### src/include/cic_pkg.sv
/*
  Shared constants of the interrupt control block: register byte offsets,
  field positions, reset values, sequencer states and phase timing.
  Assumes a 32-bit AXI4-Lite register bus and an 8-bit data path core.
*/
`default_nettype none
package cic_pkg;

  // ********************************************
  // bus and data widths
  // ********************************************
  localparam int unsigned CIC_ADDR_W = 8;
  localparam int unsigned CIC_DATA_W = 32;
  localparam int unsigned CIC_PC_W = 15;
  localparam int unsigned CIC_SHADOW_WORDS = 8;
  localparam int unsigned CIC_PERIPH_W = 8;

  // ********************************************
  // register byte offsets
  // ********************************************
  localparam logic [7:0] CIC_OFS_IRQ_CONTROL = 8'h00;
  localparam logic [7:0] CIC_OFS_PFLAG_A = 8'h04;
  localparam logic [7:0] CIC_OFS_PFLAG_B = 8'h08;
  localparam logic [7:0] CIC_OFS_PEN_A = 8'h0C;
  localparam logic [7:0] CIC_OFS_PEN_B = 8'h10;
  localparam logic [7:0] CIC_OFS_OPTION = 8'h14;
  localparam logic [7:0] CIC_OFS_EVT_STATUS = 8'h18;
  localparam logic [7:0] CIC_OFS_EVT_MASK = 8'h1C;
  localparam logic [7:0] CIC_OFS_SEQ_STATE = 8'h20;

  // ********************************************
  // irq_control_reg fields and the option register edge select bit
  // ********************************************
  localparam int unsigned CIC_BIT_GIE = 7;
  localparam int unsigned CIC_BIT_PERIPHERAL_GROUP_IRQ_ENABLE = 6;
  localparam int unsigned CIC_BIT_TMR_EN = 5;
  localparam int unsigned CIC_BIT_EXT_EN = 4;
  localparam int unsigned CIC_BIT_IOC_EN = 3;
  localparam int unsigned CIC_BIT_TMR_FLAG = 2;
  localparam int unsigned CIC_BIT_EXT_FLAG = 1;
  localparam int unsigned CIC_BIT_IOC_FLAG = 0;
  localparam int unsigned CIC_BIT_EDGE_SEL = 6;

  // ********************************************
  // event status bits
  // ********************************************
  localparam int unsigned CIC_EVT_ENTRY = 0;
  localparam int unsigned CIC_EVT_RETURN = 1;
  localparam int unsigned CIC_EVT_HELD = 2;
  localparam int unsigned CIC_EVT_W = 3;

  // ********************************************
  // reset values
  // ********************************************
  localparam logic [7:0] CIC_RST_IRQ_CONTROL = 8'h00;
  localparam logic [7:0] CIC_RST_PFLAG = 8'h00;
  localparam logic [7:0] CIC_RST_PEN = 8'h00;
  localparam logic CIC_RST_EDGE_SEL = 1'b1;
  localparam logic [2:0] CIC_RST_EVT = 3'h0;

  // ********************************************
  // core sequencing
  // ********************************************
  localparam logic [14:0] CIC_VECTOR = 15'h0004;
  localparam logic [1:0] CIC_Q1 = 2'h0;
  localparam logic [1:0] CIC_Q4 = 2'h3;
  localparam int unsigned CIC_STATUS_TO = 4;
  localparam int unsigned CIC_STATUS_PD = 3;
  localparam logic [1:0] CIC_RESP_OKAY = 2'h0;
  localparam logic [1:0] CIC_RESP_SLVERR = 2'h2;

  typedef enum logic [3:0] {
    CIC_ST_IDLE = 4'b0001,
    CIC_ST_FINISH = 4'b0010,
    CIC_ST_NOP1 = 4'b0100,
    CIC_ST_NOP2 = 4'b1000
  } cic_state_e;

endpackage
`default_nettype wire

### src/rtl/cic_irq_ctrl.sv
/*
  Interrupt control for a four-phase single-issue core: event flags,
  enable gating, entry sequencing with context save, return handling,
  and an AXI4-Lite register slave with a sticky event status interrupt.
  Assumes the core reports instruction-cycle ends and return execution.
*/
// Added by the designer: the register offsets and the AXI4-Lite interface to the registers.
`timescale 1ns/1ps
`default_nettype none
// Notes on behaviour
// any reset clears global, group and individual enables
// vector only when global and source enables set; group enable for peripherals
// event flags set regardless of any enable
// entry flushes prefetch, clears global enable, pushes pc, saves context, vectors 0004h
// with global enable clear, new events flag but never redirect
// flags set while disabled stay pending and fire once global enable returns
// return pops address, restores shadow context, sets global enable
// firmware polls flags to find the source; one shared vector
// firmware clears serviced flags before return, else immediate re-entry
// synchronous events reach the vector in three or four instruction cycles
// asynchronous events reach the vector in three to five instruction cycles
// external pin flag is set only in phase four or phase one
// context: accumulator, status except timeout/powerdown, bank, pointers, pc high latch
// external pin edge: rising when edge select is one, falling when zero
// request is or of flag-enable pairs, peripherals group gated, all global gated
// multi-cycle instruction finishes, then no-operation cycles until vector fetch
module cic_irq_ctrl
  import cic_pkg::*;
(
  input wire logic i_mclk,
  input wire logic i_rstn,
  // axi4-lite slave
  input wire logic [cic_pkg::CIC_ADDR_W-1:0] i_awaddr,
  input wire logic i_awvalid,
  output logic o_awready,
  input wire logic [cic_pkg::CIC_DATA_W-1:0] i_wdata,
  input wire logic [3:0] i_wstrb,
  input wire logic i_wvalid,
  output logic o_wready,
  output logic [1:0] o_bresp,
  output logic o_bvalid,
  input wire logic i_bready,
  input wire logic [cic_pkg::CIC_ADDR_W-1:0] i_araddr,
  input wire logic i_arvalid,
  output logic o_arready,
  output logic [cic_pkg::CIC_DATA_W-1:0] o_rdata,
  output logic [1:0] o_rresp,
  output logic o_rvalid,
  input wire logic i_rready,
  // event sources
  input wire logic i_tmr_ovf,
  input wire logic i_ioc_any,
  input wire logic i_ext_pin,
  input wire logic [cic_pkg::CIC_PERIPH_W-1:0] i_pevt_a,
  input wire logic [cic_pkg::CIC_PERIPH_W-1:0] i_pevt_b,
  // core sequencer
  input wire logic i_instr_last,
  input wire logic i_ret_instr,
  input wire logic [cic_pkg::CIC_PC_W-1:0] i_pc,
  input wire logic [7:0] i_acc,
  input wire logic [7:0] i_status,
  input wire logic [4:0] i_bank_select_reg,
  input wire logic [15:0] i_ptr0,
  input wire logic [15:0] i_ptr1,
  input wire logic [6:0] i_pc_high_latch,
  output logic [1:0] o_phase,
  output logic o_flush,
  output logic o_push,
  output logic [cic_pkg::CIC_PC_W-1:0] o_push_pc,
  output logic o_pop,
  output logic o_load_vector,
  output logic [cic_pkg::CIC_PC_W-1:0] o_vector_pc,
  output logic o_insert_nop,
  output logic o_restore,
  output logic [7:0] o_rst_acc,
  output logic [7:0] o_rst_status,
  output logic [4:0] o_rst_bank,
  output logic [15:0] o_rst_ptr0,
  output logic [15:0] o_rst_ptr1,
  output logic [6:0] o_rst_pc_high_latch,
  // block interrupt
  output logic o_irq
);

  import cic_pkg::*;

  // ********************************************
  // declarations
  // ********************************************
  logic [1:0] phase_q;
  cic_state_e state_q;
  logic [7:0] irq_control_reg_q;
  logic [7:0] peripheral_flag_reg_a_q;
  logic [7:0] peripheral_flag_reg_b_q;
  logic [7:0] peripheral_enable_reg_a_q;
  logic [7:0] peripheral_enable_reg_b_q;
  logic ext_pin_edge_select_q;
  logic [CIC_EVT_W-1:0] evt_status_q;
  logic [CIC_EVT_W-1:0] evt_mask_q;
  logic ext_prev_q;
  logic ext_hit_q;
  logic ext_armed_q;
  logic aw_have_q;
  logic w_have_q;
  logic [7:0] aw_addr_q;
  logic [7:0] w_byte_q;
  logic w_lane0_q;
  logic bus_wr;
  logic wr_ctl;
  logic wr_fa;
  logic wr_fb;
  logic [7:0] wv;
  logic ext_edge;
  logic ext_commit;
  logic core_req;
  logic periph_req;
  logic irq_req;
  logic any_flag_set;
  logic enter;
  logic ret;
  logic [63:0] shadow_wdata;
  logic [63:0] shadow_rdata;
  logic [7:0] rd_byte;
  logic rd_hit;

  // ********************************************
  // instruction phase counter
  // ********************************************
  always_ff @(posedge i_mclk or negedge i_rstn) begin
    if (!i_rstn) begin
      phase_q <= CIC_Q1;
    end else begin
      phase_q <= phase_q + 2'h1;
    end
  end

  assign o_phase = phase_q;

  // ********************************************
  // external pin edge detect
  // ********************************************
  // edge is remembered until a Q4/Q1 slot lets it into the flag
  assign ext_edge = ext_armed_q & (ext_pin_edge_select_q ? (i_ext_pin & ~ext_prev_q)
    : (~i_ext_pin & ext_prev_q));
  assign ext_commit = (phase_q == CIC_Q4) || (phase_q == CIC_Q1);

  always_ff @(posedge i_mclk or negedge i_rstn) begin
    if (!i_rstn) begin
      ext_prev_q <= 1'b0;
      ext_hit_q <= 1'b0;
      ext_armed_q <= 1'b0;
    end else begin
      ext_armed_q <= 1'b1;
      ext_prev_q <= i_ext_pin;
      if (ext_commit) begin
        ext_hit_q <= 1'b0;
      end else if (ext_edge) begin
        ext_hit_q <= 1'b1;
      end
    end
  end

  // ********************************************
  // request gating
  // ********************************************
  assign core_req = (irq_control_reg_q[CIC_BIT_TMR_EN] & irq_control_reg_q[CIC_BIT_TMR_FLAG])
    | (irq_control_reg_q[CIC_BIT_EXT_EN] & irq_control_reg_q[CIC_BIT_EXT_FLAG])
    | (irq_control_reg_q[CIC_BIT_IOC_EN] & irq_control_reg_q[CIC_BIT_IOC_FLAG]);
  assign periph_req = irq_control_reg_q[CIC_BIT_PERIPHERAL_GROUP_IRQ_ENABLE]
    & (|(peripheral_flag_reg_a_q & peripheral_enable_reg_a_q)
    | |(peripheral_flag_reg_b_q & peripheral_enable_reg_b_q));
  // pending flags wait for the global enable to return
  assign irq_req = irq_control_reg_q[CIC_BIT_GIE] & (core_req | periph_req);
  assign any_flag_set = |irq_control_reg_q[2:0] | |peripheral_flag_reg_a_q
    | |peripheral_flag_reg_b_q;

  // ********************************************
  // entry sequencer
  // ********************************************
  // request is sampled in Q1; entry commits at the end of the last
  // cycle of the running instruction, then two no-op cycles follow
  assign enter = (state_q == CIC_ST_FINISH) && (phase_q == CIC_Q4) && i_instr_last;
  assign ret = i_ret_instr && (state_q == CIC_ST_IDLE);

  always_ff @(posedge i_mclk or negedge i_rstn) begin
    if (!i_rstn) begin
      state_q <= CIC_ST_IDLE;
    end else begin
      case (state_q)
        CIC_ST_IDLE: begin
          if (phase_q == CIC_Q1 && irq_req) begin
            state_q <= CIC_ST_FINISH;
          end
        end
        CIC_ST_FINISH: begin
          if (enter) begin
            state_q <= CIC_ST_NOP1;
          end
        end
        CIC_ST_NOP1: begin
          if (phase_q == CIC_Q4) begin
            state_q <= CIC_ST_NOP2;
          end
        end
        CIC_ST_NOP2: begin
          if (phase_q == CIC_Q4) begin
            state_q <= CIC_ST_IDLE;
          end
        end
        default: begin
          state_q <= CIC_ST_IDLE;
        end
      endcase
    end
  end

  assign o_insert_nop = (state_q == CIC_ST_NOP1) || (state_q == CIC_ST_NOP2);

  // ********************************************
  // core strobes
  // ********************************************
  always_ff @(posedge i_mclk or negedge i_rstn) begin
    if (!i_rstn) begin
      o_flush <= 1'b0;
      o_push <= 1'b0;
      o_push_pc <= '0;
      o_load_vector <= 1'b0;
      o_vector_pc <= '0;
      o_pop <= 1'b0;
    end else begin
      o_flush <= enter;
      o_push <= enter;
      if (enter) begin
        o_push_pc <= i_pc;
      end
      o_load_vector <= (state_q == CIC_ST_NOP2) && (phase_q == CIC_Q4);
      o_vector_pc <= CIC_VECTOR;
      o_pop <= ret;
    end
  end

  // ********************************************
  // context save and restore
  // ********************************************
  assign shadow_wdata = {i_pc_high_latch[6] ? 1'b1 : 1'b0, i_pc_high_latch[5:0],
    1'b0, i_ptr1, i_ptr0, 3'h0, i_bank_select_reg, i_status, i_acc};

  cic_shadow_mem #(
    .WORDS(CIC_SHADOW_WORDS)
  ) u_shadow (
    .i_mclk(i_mclk),
    .i_rstn(i_rstn),
    .i_wr(enter),
    .i_wdata({shadow_wdata[63:57], 1'b0, shadow_wdata[55:0]}),
    .o_rdata(shadow_rdata)
  );

  always_ff @(posedge i_mclk or negedge i_rstn) begin
    if (!i_rstn) begin
      o_restore <= 1'b0;
      o_rst_acc <= 8'h00;
      o_rst_status <= 8'h00;
      o_rst_bank <= 5'h00;
      o_rst_ptr0 <= 16'h0000;
      o_rst_ptr1 <= 16'h0000;
      o_rst_pc_high_latch <= 7'h00;
    end else begin
      o_restore <= ret;
      if (ret) begin
        o_rst_acc <= shadow_rdata[7:0];
        // timeout and power-down stay as the core holds them now
        o_rst_status <= shadow_rdata[15:8];
        o_rst_status[CIC_STATUS_TO] <= i_status[CIC_STATUS_TO];
        o_rst_status[CIC_STATUS_PD] <= i_status[CIC_STATUS_PD];
        o_rst_bank <= shadow_rdata[20:16];
        o_rst_ptr0 <= shadow_rdata[39:24];
        o_rst_ptr1 <= shadow_rdata[55:40];
        o_rst_pc_high_latch <= shadow_rdata[63:57];
      end
    end
  end

  // ********************************************
  // axi4-lite write path
  // ********************************************
  assign o_awready = !aw_have_q && !o_bvalid;
  assign o_wready = !w_have_q && !o_bvalid;
  assign bus_wr = aw_have_q && w_have_q && w_lane0_q;
  assign wv = w_byte_q;
  assign wr_ctl = bus_wr && (aw_addr_q == CIC_OFS_IRQ_CONTROL);
  assign wr_fa = bus_wr && (aw_addr_q == CIC_OFS_PFLAG_A);
  assign wr_fb = bus_wr && (aw_addr_q == CIC_OFS_PFLAG_B);

  always_ff @(posedge i_mclk or negedge i_rstn) begin
    if (!i_rstn) begin
      aw_have_q <= 1'b0;
      w_have_q <= 1'b0;
      aw_addr_q <= 8'h00;
      w_byte_q <= 8'h00;
      w_lane0_q <= 1'b0;
      o_bvalid <= 1'b0;
      o_bresp <= CIC_RESP_OKAY;
    end else begin
      if (i_awvalid && o_awready) begin
        aw_have_q <= 1'b1;
        aw_addr_q <= {i_awaddr[7:2], 2'h0};
      end
      if (i_wvalid && o_wready) begin
        w_have_q <= 1'b1;
        w_byte_q <= i_wdata[7:0];
        w_lane0_q <= i_wstrb[0];
      end
      if (aw_have_q && w_have_q) begin
        aw_have_q <= 1'b0;
        w_have_q <= 1'b0;
        o_bvalid <= 1'b1;
        o_bresp <= (aw_addr_q > CIC_OFS_EVT_MASK) ? CIC_RESP_SLVERR : CIC_RESP_OKAY;
      end else if (o_bvalid && i_bready) begin
        o_bvalid <= 1'b0;
      end
    end
  end

  // ********************************************
  // irq_control_reg: enables and core flags
  // ********************************************
  always_ff @(posedge i_mclk or negedge i_rstn) begin
    if (!i_rstn) begin
      irq_control_reg_q <= CIC_RST_IRQ_CONTROL;
    end else begin
      if (wr_ctl) begin
        irq_control_reg_q[7:1] <= wv[7:1];
      end
      // entry clears global enable, return sets it; both beat a bus write
      if (enter) begin
        irq_control_reg_q[CIC_BIT_GIE] <= 1'b0;
      end else if (ret) begin
        irq_control_reg_q[CIC_BIT_GIE] <= 1'b1;
      end
      // set beats a same-cycle firmware clear
      if (i_tmr_ovf) begin
        irq_control_reg_q[CIC_BIT_TMR_FLAG] <= 1'b1;
      end
      if (ext_commit && (ext_edge || ext_hit_q)) begin
        irq_control_reg_q[CIC_BIT_EXT_FLAG] <= 1'b1;
      end
      // change flag follows its summary input and is read-only
      irq_control_reg_q[CIC_BIT_IOC_FLAG] <= i_ioc_any;
    end
  end

  // ********************************************
  // peripheral flags and enables
  // ********************************************
  genvar gb;
  generate
    for (gb = 0; gb < CIC_PERIPH_W; gb++) begin : g_pflag
      always_ff @(posedge i_mclk or negedge i_rstn) begin
        if (!i_rstn) begin
          peripheral_flag_reg_a_q[gb] <= CIC_RST_PFLAG[gb];
          peripheral_flag_reg_b_q[gb] <= CIC_RST_PFLAG[gb];
        end else begin
          if (i_pevt_a[gb]) begin
            peripheral_flag_reg_a_q[gb] <= 1'b1;
          end else if (wr_fa) begin
            peripheral_flag_reg_a_q[gb] <= wv[gb];
          end
          if (i_pevt_b[gb]) begin
            peripheral_flag_reg_b_q[gb] <= 1'b1;
          end else if (wr_fb) begin
            peripheral_flag_reg_b_q[gb] <= wv[gb];
          end
        end
      end
    end
  endgenerate

  always_ff @(posedge i_mclk or negedge i_rstn) begin
    if (!i_rstn) begin
      peripheral_enable_reg_a_q <= CIC_RST_PEN;
      peripheral_enable_reg_b_q <= CIC_RST_PEN;
      ext_pin_edge_select_q <= CIC_RST_EDGE_SEL;
      evt_mask_q <= CIC_RST_EVT;
    end else begin
      if (bus_wr && aw_addr_q == CIC_OFS_PEN_A) begin
        peripheral_enable_reg_a_q <= wv;
      end
      if (bus_wr && aw_addr_q == CIC_OFS_PEN_B) begin
        peripheral_enable_reg_b_q <= wv;
      end
      if (bus_wr && aw_addr_q == CIC_OFS_OPTION) begin
        ext_pin_edge_select_q <= wv[CIC_BIT_EDGE_SEL];
      end
      if (bus_wr && aw_addr_q == CIC_OFS_EVT_MASK) begin
        evt_mask_q <= wv[CIC_EVT_W-1:0];
      end
    end
  end

  // ********************************************
  // sticky event status, write one to clear
  // ********************************************
  always_ff @(posedge i_mclk or negedge i_rstn) begin
    if (!i_rstn) begin
      evt_status_q <= CIC_RST_EVT;
    end else begin
      if (bus_wr && aw_addr_q == CIC_OFS_EVT_STATUS) begin
        evt_status_q <= evt_status_q & ~wv[CIC_EVT_W-1:0];
      end
      if (enter) begin
        evt_status_q[CIC_EVT_ENTRY] <= 1'b1;
      end
      if (ret) begin
        evt_status_q[CIC_EVT_RETURN] <= 1'b1;
      end
      // flag standing while the global enable is off: held, not vectored
      if (any_flag_set && !irq_control_reg_q[CIC_BIT_GIE]) begin
        evt_status_q[CIC_EVT_HELD] <= 1'b1;
      end
    end
  end

  assign o_irq = |(evt_status_q & evt_mask_q);

  // ********************************************
  // axi4-lite read path
  // ********************************************
  always_comb begin
    rd_byte = 8'h00;
    rd_hit = 1'b1;
    case ({i_araddr[7:2], 2'h0})
      CIC_OFS_IRQ_CONTROL: rd_byte = irq_control_reg_q;
      CIC_OFS_PFLAG_A: rd_byte = peripheral_flag_reg_a_q;
      CIC_OFS_PFLAG_B: rd_byte = peripheral_flag_reg_b_q;
      CIC_OFS_PEN_A: rd_byte = peripheral_enable_reg_a_q;
      CIC_OFS_PEN_B: rd_byte = peripheral_enable_reg_b_q;
      CIC_OFS_OPTION: rd_byte = {1'b0, ext_pin_edge_select_q, 6'h00};
      CIC_OFS_EVT_STATUS: rd_byte = {5'h00, evt_status_q};
      CIC_OFS_EVT_MASK: rd_byte = {5'h00, evt_mask_q};
      CIC_OFS_SEQ_STATE: rd_byte = {2'h0, phase_q, state_q};
      default: rd_hit = 1'b0;
    endcase
  end

  assign o_arready = !o_rvalid;

  always_ff @(posedge i_mclk or negedge i_rstn) begin
    if (!i_rstn) begin
      o_rvalid <= 1'b0;
      o_rdata <= 32'h0000_0000;
      o_rresp <= CIC_RESP_OKAY;
    end else begin
      if (i_arvalid && o_arready) begin
        o_rvalid <= 1'b1;
        o_rdata <= {24'h00_0000, rd_byte};
        o_rresp <= rd_hit ? CIC_RESP_OKAY : CIC_RESP_SLVERR;
      end else if (o_rvalid && i_rready) begin
        o_rvalid <= 1'b0;
      end
    end
  end

endmodule
`default_nettype wire

### src/rtl/cic_shadow_mem.sv
/*
  Shadow context store: a bank of byte entries written together on
  interrupt entry; every entry is read out through its own register.
  Assumes the write strobe is a one-clock pulse.
*/
`timescale 1ns/1ps
`default_nettype none
module cic_shadow_mem #(
  parameter int unsigned WORDS = 8
) (
  input wire logic i_mclk,
  input wire logic i_rstn,
  input wire logic i_wr,
  input wire logic [8*WORDS-1:0] i_wdata,
  output logic [8*WORDS-1:0] o_rdata
);

  logic [7:0] mem_q [WORDS];

  genvar gi;
  generate
    for (gi = 0; gi < WORDS; gi++) begin : g_entry
      always_ff @(posedge i_mclk or negedge i_rstn) begin
        if (!i_rstn) begin
          mem_q[gi] <= 8'h00;
          o_rdata[8*gi +: 8] <= 8'h00;
        end else begin
          if (i_wr) begin
            mem_q[gi] <= i_wdata[8*gi +: 8];
          end
          o_rdata[8*gi +: 8] <= mem_q[gi];
        end
      end
    end
  endgenerate

endmodule
`default_nettype wire

### config.mk
export PLATFORM = sky130hd
export DESIGN_NAME = cic_irq_ctrl
export DESIGN_NICKNAME = d
export VERILOG_FILES = /design/src/include/cic_pkg.sv /design/src/rtl/cic_irq_ctrl.sv /design/src/rtl/cic_shadow_mem.sv
export SDC_FILE = /design/constraint.sdc
export NUM_CORES = 1
export LEC_CHECK = 0
export BUFFER_PORTS_ARGS = -buffer_cell sky130_fd_sc_hd__buf_4
export CELL_PAD_IN_SITES_DETAIL_PLACEMENT = 1
export CELL_PAD_IN_SITES_GLOBAL_PLACEMENT = 2
export CORE_ASPECT_RATIO = 1.75
export CORE_MARGIN = 5
export CORE_UTILIZATION = 35
export CTS_CLUSTER_DIAMETER = 60
export DETAILED_ROUTE_END_ITERATION = 6
export GPL_TIMING_DRIVEN = 0
export PLACE_DENSITY_LB_ADDON = 0.25
export RECOVER_POWER = 25
export SETUP_SLACK_MARGIN = 0.05
export SYNTH_ARGS = -nofsm -noshare
export SYNTH_HDL_FRONTEND = slang
export SYNTH_SLANG_ARGS = --single-unit
### constraint.sdc
create_clock -name i_mclk -period 2.3 [get_ports i_mclk]
set_clock_uncertainty 0.15 [all_clocks]
set_input_delay 0.115 -clock i_mclk [delete_from_list [all_inputs] [get_ports i_mclk]]
set_output_delay 0.115 -clock i_mclk [all_outputs]
set_load 0.02 [all_outputs]
==> reports/results.tsv <==
stage	metric	value	unit
sta	whs	0.0828	ns
clocking	cts_tree	done	
drt	drtIter0Drc	219	
logic_synthesis	synthTopCellsByCount	dfrtp_1, mux2_2, buf_4	
floorplanning	core_area	30800	um2
logic_synthesis	synthArstFlopShare	100	%
flow_run	max_cap_viol_count	0	
logic_synthesis	yosys.area.top_type	dfrtp_1	
logic_synthesis	synth_top_cells_by_area	dfrtp_1, mux2_2, buf_4, a211o_1, mux2i_1	
clocking	cts-root-buf	clkbuf_16	
critical_path	worstSetupStartpointType	flip-flop	
clocking	cts_buffers	27	
floorplanning	fp.dieW	144	um
sta	fmax	0.448	GHz
grt	antenna_found_initial	0	
floorplanning	io_pins	295	
pwr	leakagePower	7.78	nW
logic_synthesis	syn_inst	755	
place	dpl_cell_area	13300	um2
cells_and_area	fin_area	15600	um2
pwr	p_switching	3.25	mW
critical_path	critPathMaxFanout	7	
logic_synthesis	ys_ff_latch	279	
sta	slew_headroom	26.5	%
sta	setup_viol	0	
cells_and_area	num_antenna_cells	0	
cells_and_area	drive_gt1_share	44.5	%
floorplanning	die_h	244	um
pwr	p_seq_share	46.1	%
cells_and_area	nNetsFinal	1324	
sta	hold_viol	0	
run_status	status	complete, no violations	
place	dp_cells	1407	
pwr	p_int	9.02	mW
logic_synthesis	ys_seq_area_share	63.9	%
pwr	p_sw_share	26.5	%
drt	wirelength	31400	um
pwr	fin_total_pwr	12.3	mW
clocking	cts.sinks	279	
floorplanning	start_util	35.4	%
sta	worst_slew_pin_slew	1.10	ns
pwr	ir_drop	0.718	mV
cells_and_area	area_delta_synth_final	42.5	%
grt	track_usage	18.1	%
grt	grt_max_degree	119	
critical_path	cp.required	2.56	ns
logic_synthesis	post-synth-top-count-cell	dfrtp_1	
drt	drt_pre_antenna_iters	4	
critical_path	worst_setup_path_end_kind	flip-flop	
drt	num_vias	7488	
hold_path	hold_class	input pin to flip-flop	
drt	post_drt_wl_per_cell	19.9	um
grt	grt_pass1_wl	49000	um
sta	rsz0062_at_grt	true	
logic_synthesis	synth.distinct_cells	56	
floorplanning	rows	85	
floorplanning	die_area	35000	um2
critical_path	worst-setup-path-type	flip-flop to flip-flop	
drt	drtAntennaViolNets	0	
clocking	cts_max_level	1	
grt	grt_pass1_vias	8513	
sta	period_share	97.1	%
pwr	pwr-share-comb	14.9	%
pwr	power_density	787	nW/um2
critical_path	arrival	2.50	ns
logic_synthesis	synth_edf_count	0	
pwr	pwr-share-clk	39.0	%
sta	final_max_slew_viol_count	0	
logic_synthesis	synthFlopType	dfrtp_1	
place	hpwlAfterDp	22500	um
clocking	clk_pin_slew	0.07	ns
place	gp_congestion	0.855	
drt	viasPerCell	4.75	
place	portBuffers	220	
grt	overflow	0	
logic_synthesis	synth.cell_area	10900	um2
logic_synthesis	synth_top_area_share	63.4	%
sta	fin_crit	2.23	ns
clocking	cts_buffer_depth	3	
clocking	clk_latency	0.54	ns
logic_synthesis	post_synth.cell_area_avg	14.5	um2
cells_and_area	final_cell_count_no_fill	1576	
drt	drc_errors	0	
logic_synthesis	yosysWarningCount	0	
cells_and_area	fill_cells	3155	
==> logic make-up (layout without fill, tap and decap cells) <==
logic type      Yosys count  count (layout)  share of synthesized area [%]
xor+xnor                  2               2                          0.160
fa+ha+maj                 2               2                          0.229
simple gates            103             103                           5.42
compound gates           81              81                           5.34
mux                     188             188                           19.5
other cells               2              41                         0.0687
flops                   279             279                           63.9
buf+inv                  98             489                           5.37
==> final timing paths <==
check / slack, ns / to / from / depth (start not counted)
min in group asynchronous: 0.19 / state_q[1] / i_rstn / 2
min reg2reg: 0.22 / u_shadow.o_rdata[29] / u_shadow.mem_q[37] / 0
max reg2reg: 0.07 / peripheral_flag_reg_b_q[1] / aw_addr_q[7] / 5
max in group asynchronous: 0.47 / u_shadow.mem_q[44] / i_rstn / 3
max: 0.07 / peripheral_flag_reg_b_q[1] / aw_addr_q[7] / 5
min: 0.08 / aw_addr_q[3] / i_awvalid / 4
==> state kept, by name, summed over array words and instances (netlist names), 2 cells and up <==
name	count
u_shadow.mem_q	58
u_shadow.o_rdata	58
o_rst_ptr0	16
o_rst_ptr1	16
o_push_pc	15
irq_control_reg_q	8
o_rdata	8
o_rst_acc	8
o_rst_status	8
peripheral_enable_reg_a_q	8
peripheral_enable_reg_b_q	8
peripheral_flag_reg_a_q	8
peripheral_flag_reg_b_q	8
w_byte_q	8
o_rst_pc_high_latch	7
aw_addr_q	6
o_rst_bank	5
state_q	4
evt_mask_q	3
evt_status_q	3
o_phase	2
==> metal layers <==
layer	global-route usage [%]	share of wire (%)	vias up
met1	17.8	32	3766
met3	4.61	6.6	58
li1	-	-	3412
met5	0	0	-
met4	7.51	5.0	0
met2	34.7	56	252
==> critical path, stage by stage (launching register included) <==
cell	delay (ns)
dfrtp_1	0.40
or4_4	0.60
or3_4	0.36
buf_8	0.16
buf_12	0.14
a211o_1	0.29
==> power groups by stage <==
stage	clock (mW)	sequential, mW	combinational [mW]
after floorplan	0	5.61	0.954
after global routing	5.16	5.71	1.99
after CTS	4.95	5.66	1.83
after global placement	0	5.73	1.60
final	4.79	5.66	1.83
after detailed placement	0	5.75	1.64
==> area by class of cell <==
type                    instances  area [um2]  area share (%)
well taps                     391         489            3.14
multi-input cells             417        3540            22.7
clock inverters                13         231            1.49
plain buffers                  73         568            3.65
flip-flops and latches        279        6990            44.8
repair buffers                348        2970            19.1
clock buffers                  34         712            4.57
inverters                      21        78.8           0.506
==> cells in the final DEF, fill, tap and decap left out, drive strengths merged, types with 10 or more instances in the layout <==
cell / Yosys / final
nor4: 10 / 10
mux2: 172 / 172
o21ai: 15 / 15
nor3: 12 / 12
a211o: 17 / 17
nand2: 22 / 22
nor2b: 12 / 12
mux2i: 13 / 13
a22oi: 10 / 10
buf: 65 / 288
inv: 21 / 23
dfrtp: 277 / 277
nor2: 14 / 14
clkbuf: 12 / 48
dlygate4sd3: 0 / 119
conb: 2 / 41
a21oi: 13 / 13
==> stage by stage <==
stage | setup TNS [ns] | utilization (%) | worst slack, ns
global placement | -437.56 | 42.9 | -1.47
detailed placement | -40.93 | 43.1 | -0.449
floorplan | 0 | - | 0.227
global route | 0 | 50.5 | 0.0234
finish | 0 | 50.5 | 0.0677
CTS | 0 | 50.4 | 0.0331
==> what timing repair did <==
item | CTS | global route
pin swaps | 1 | 5
hold endpoints to repair | 305 | 0
endpoints found under the setup margin | 158 | 123
hold buffers | 119 | 0
cloned | 0 | 1
resized for setup | 28 | 6
buffers inserted | 2 | 4
Power figures use the tool's default switching activity.
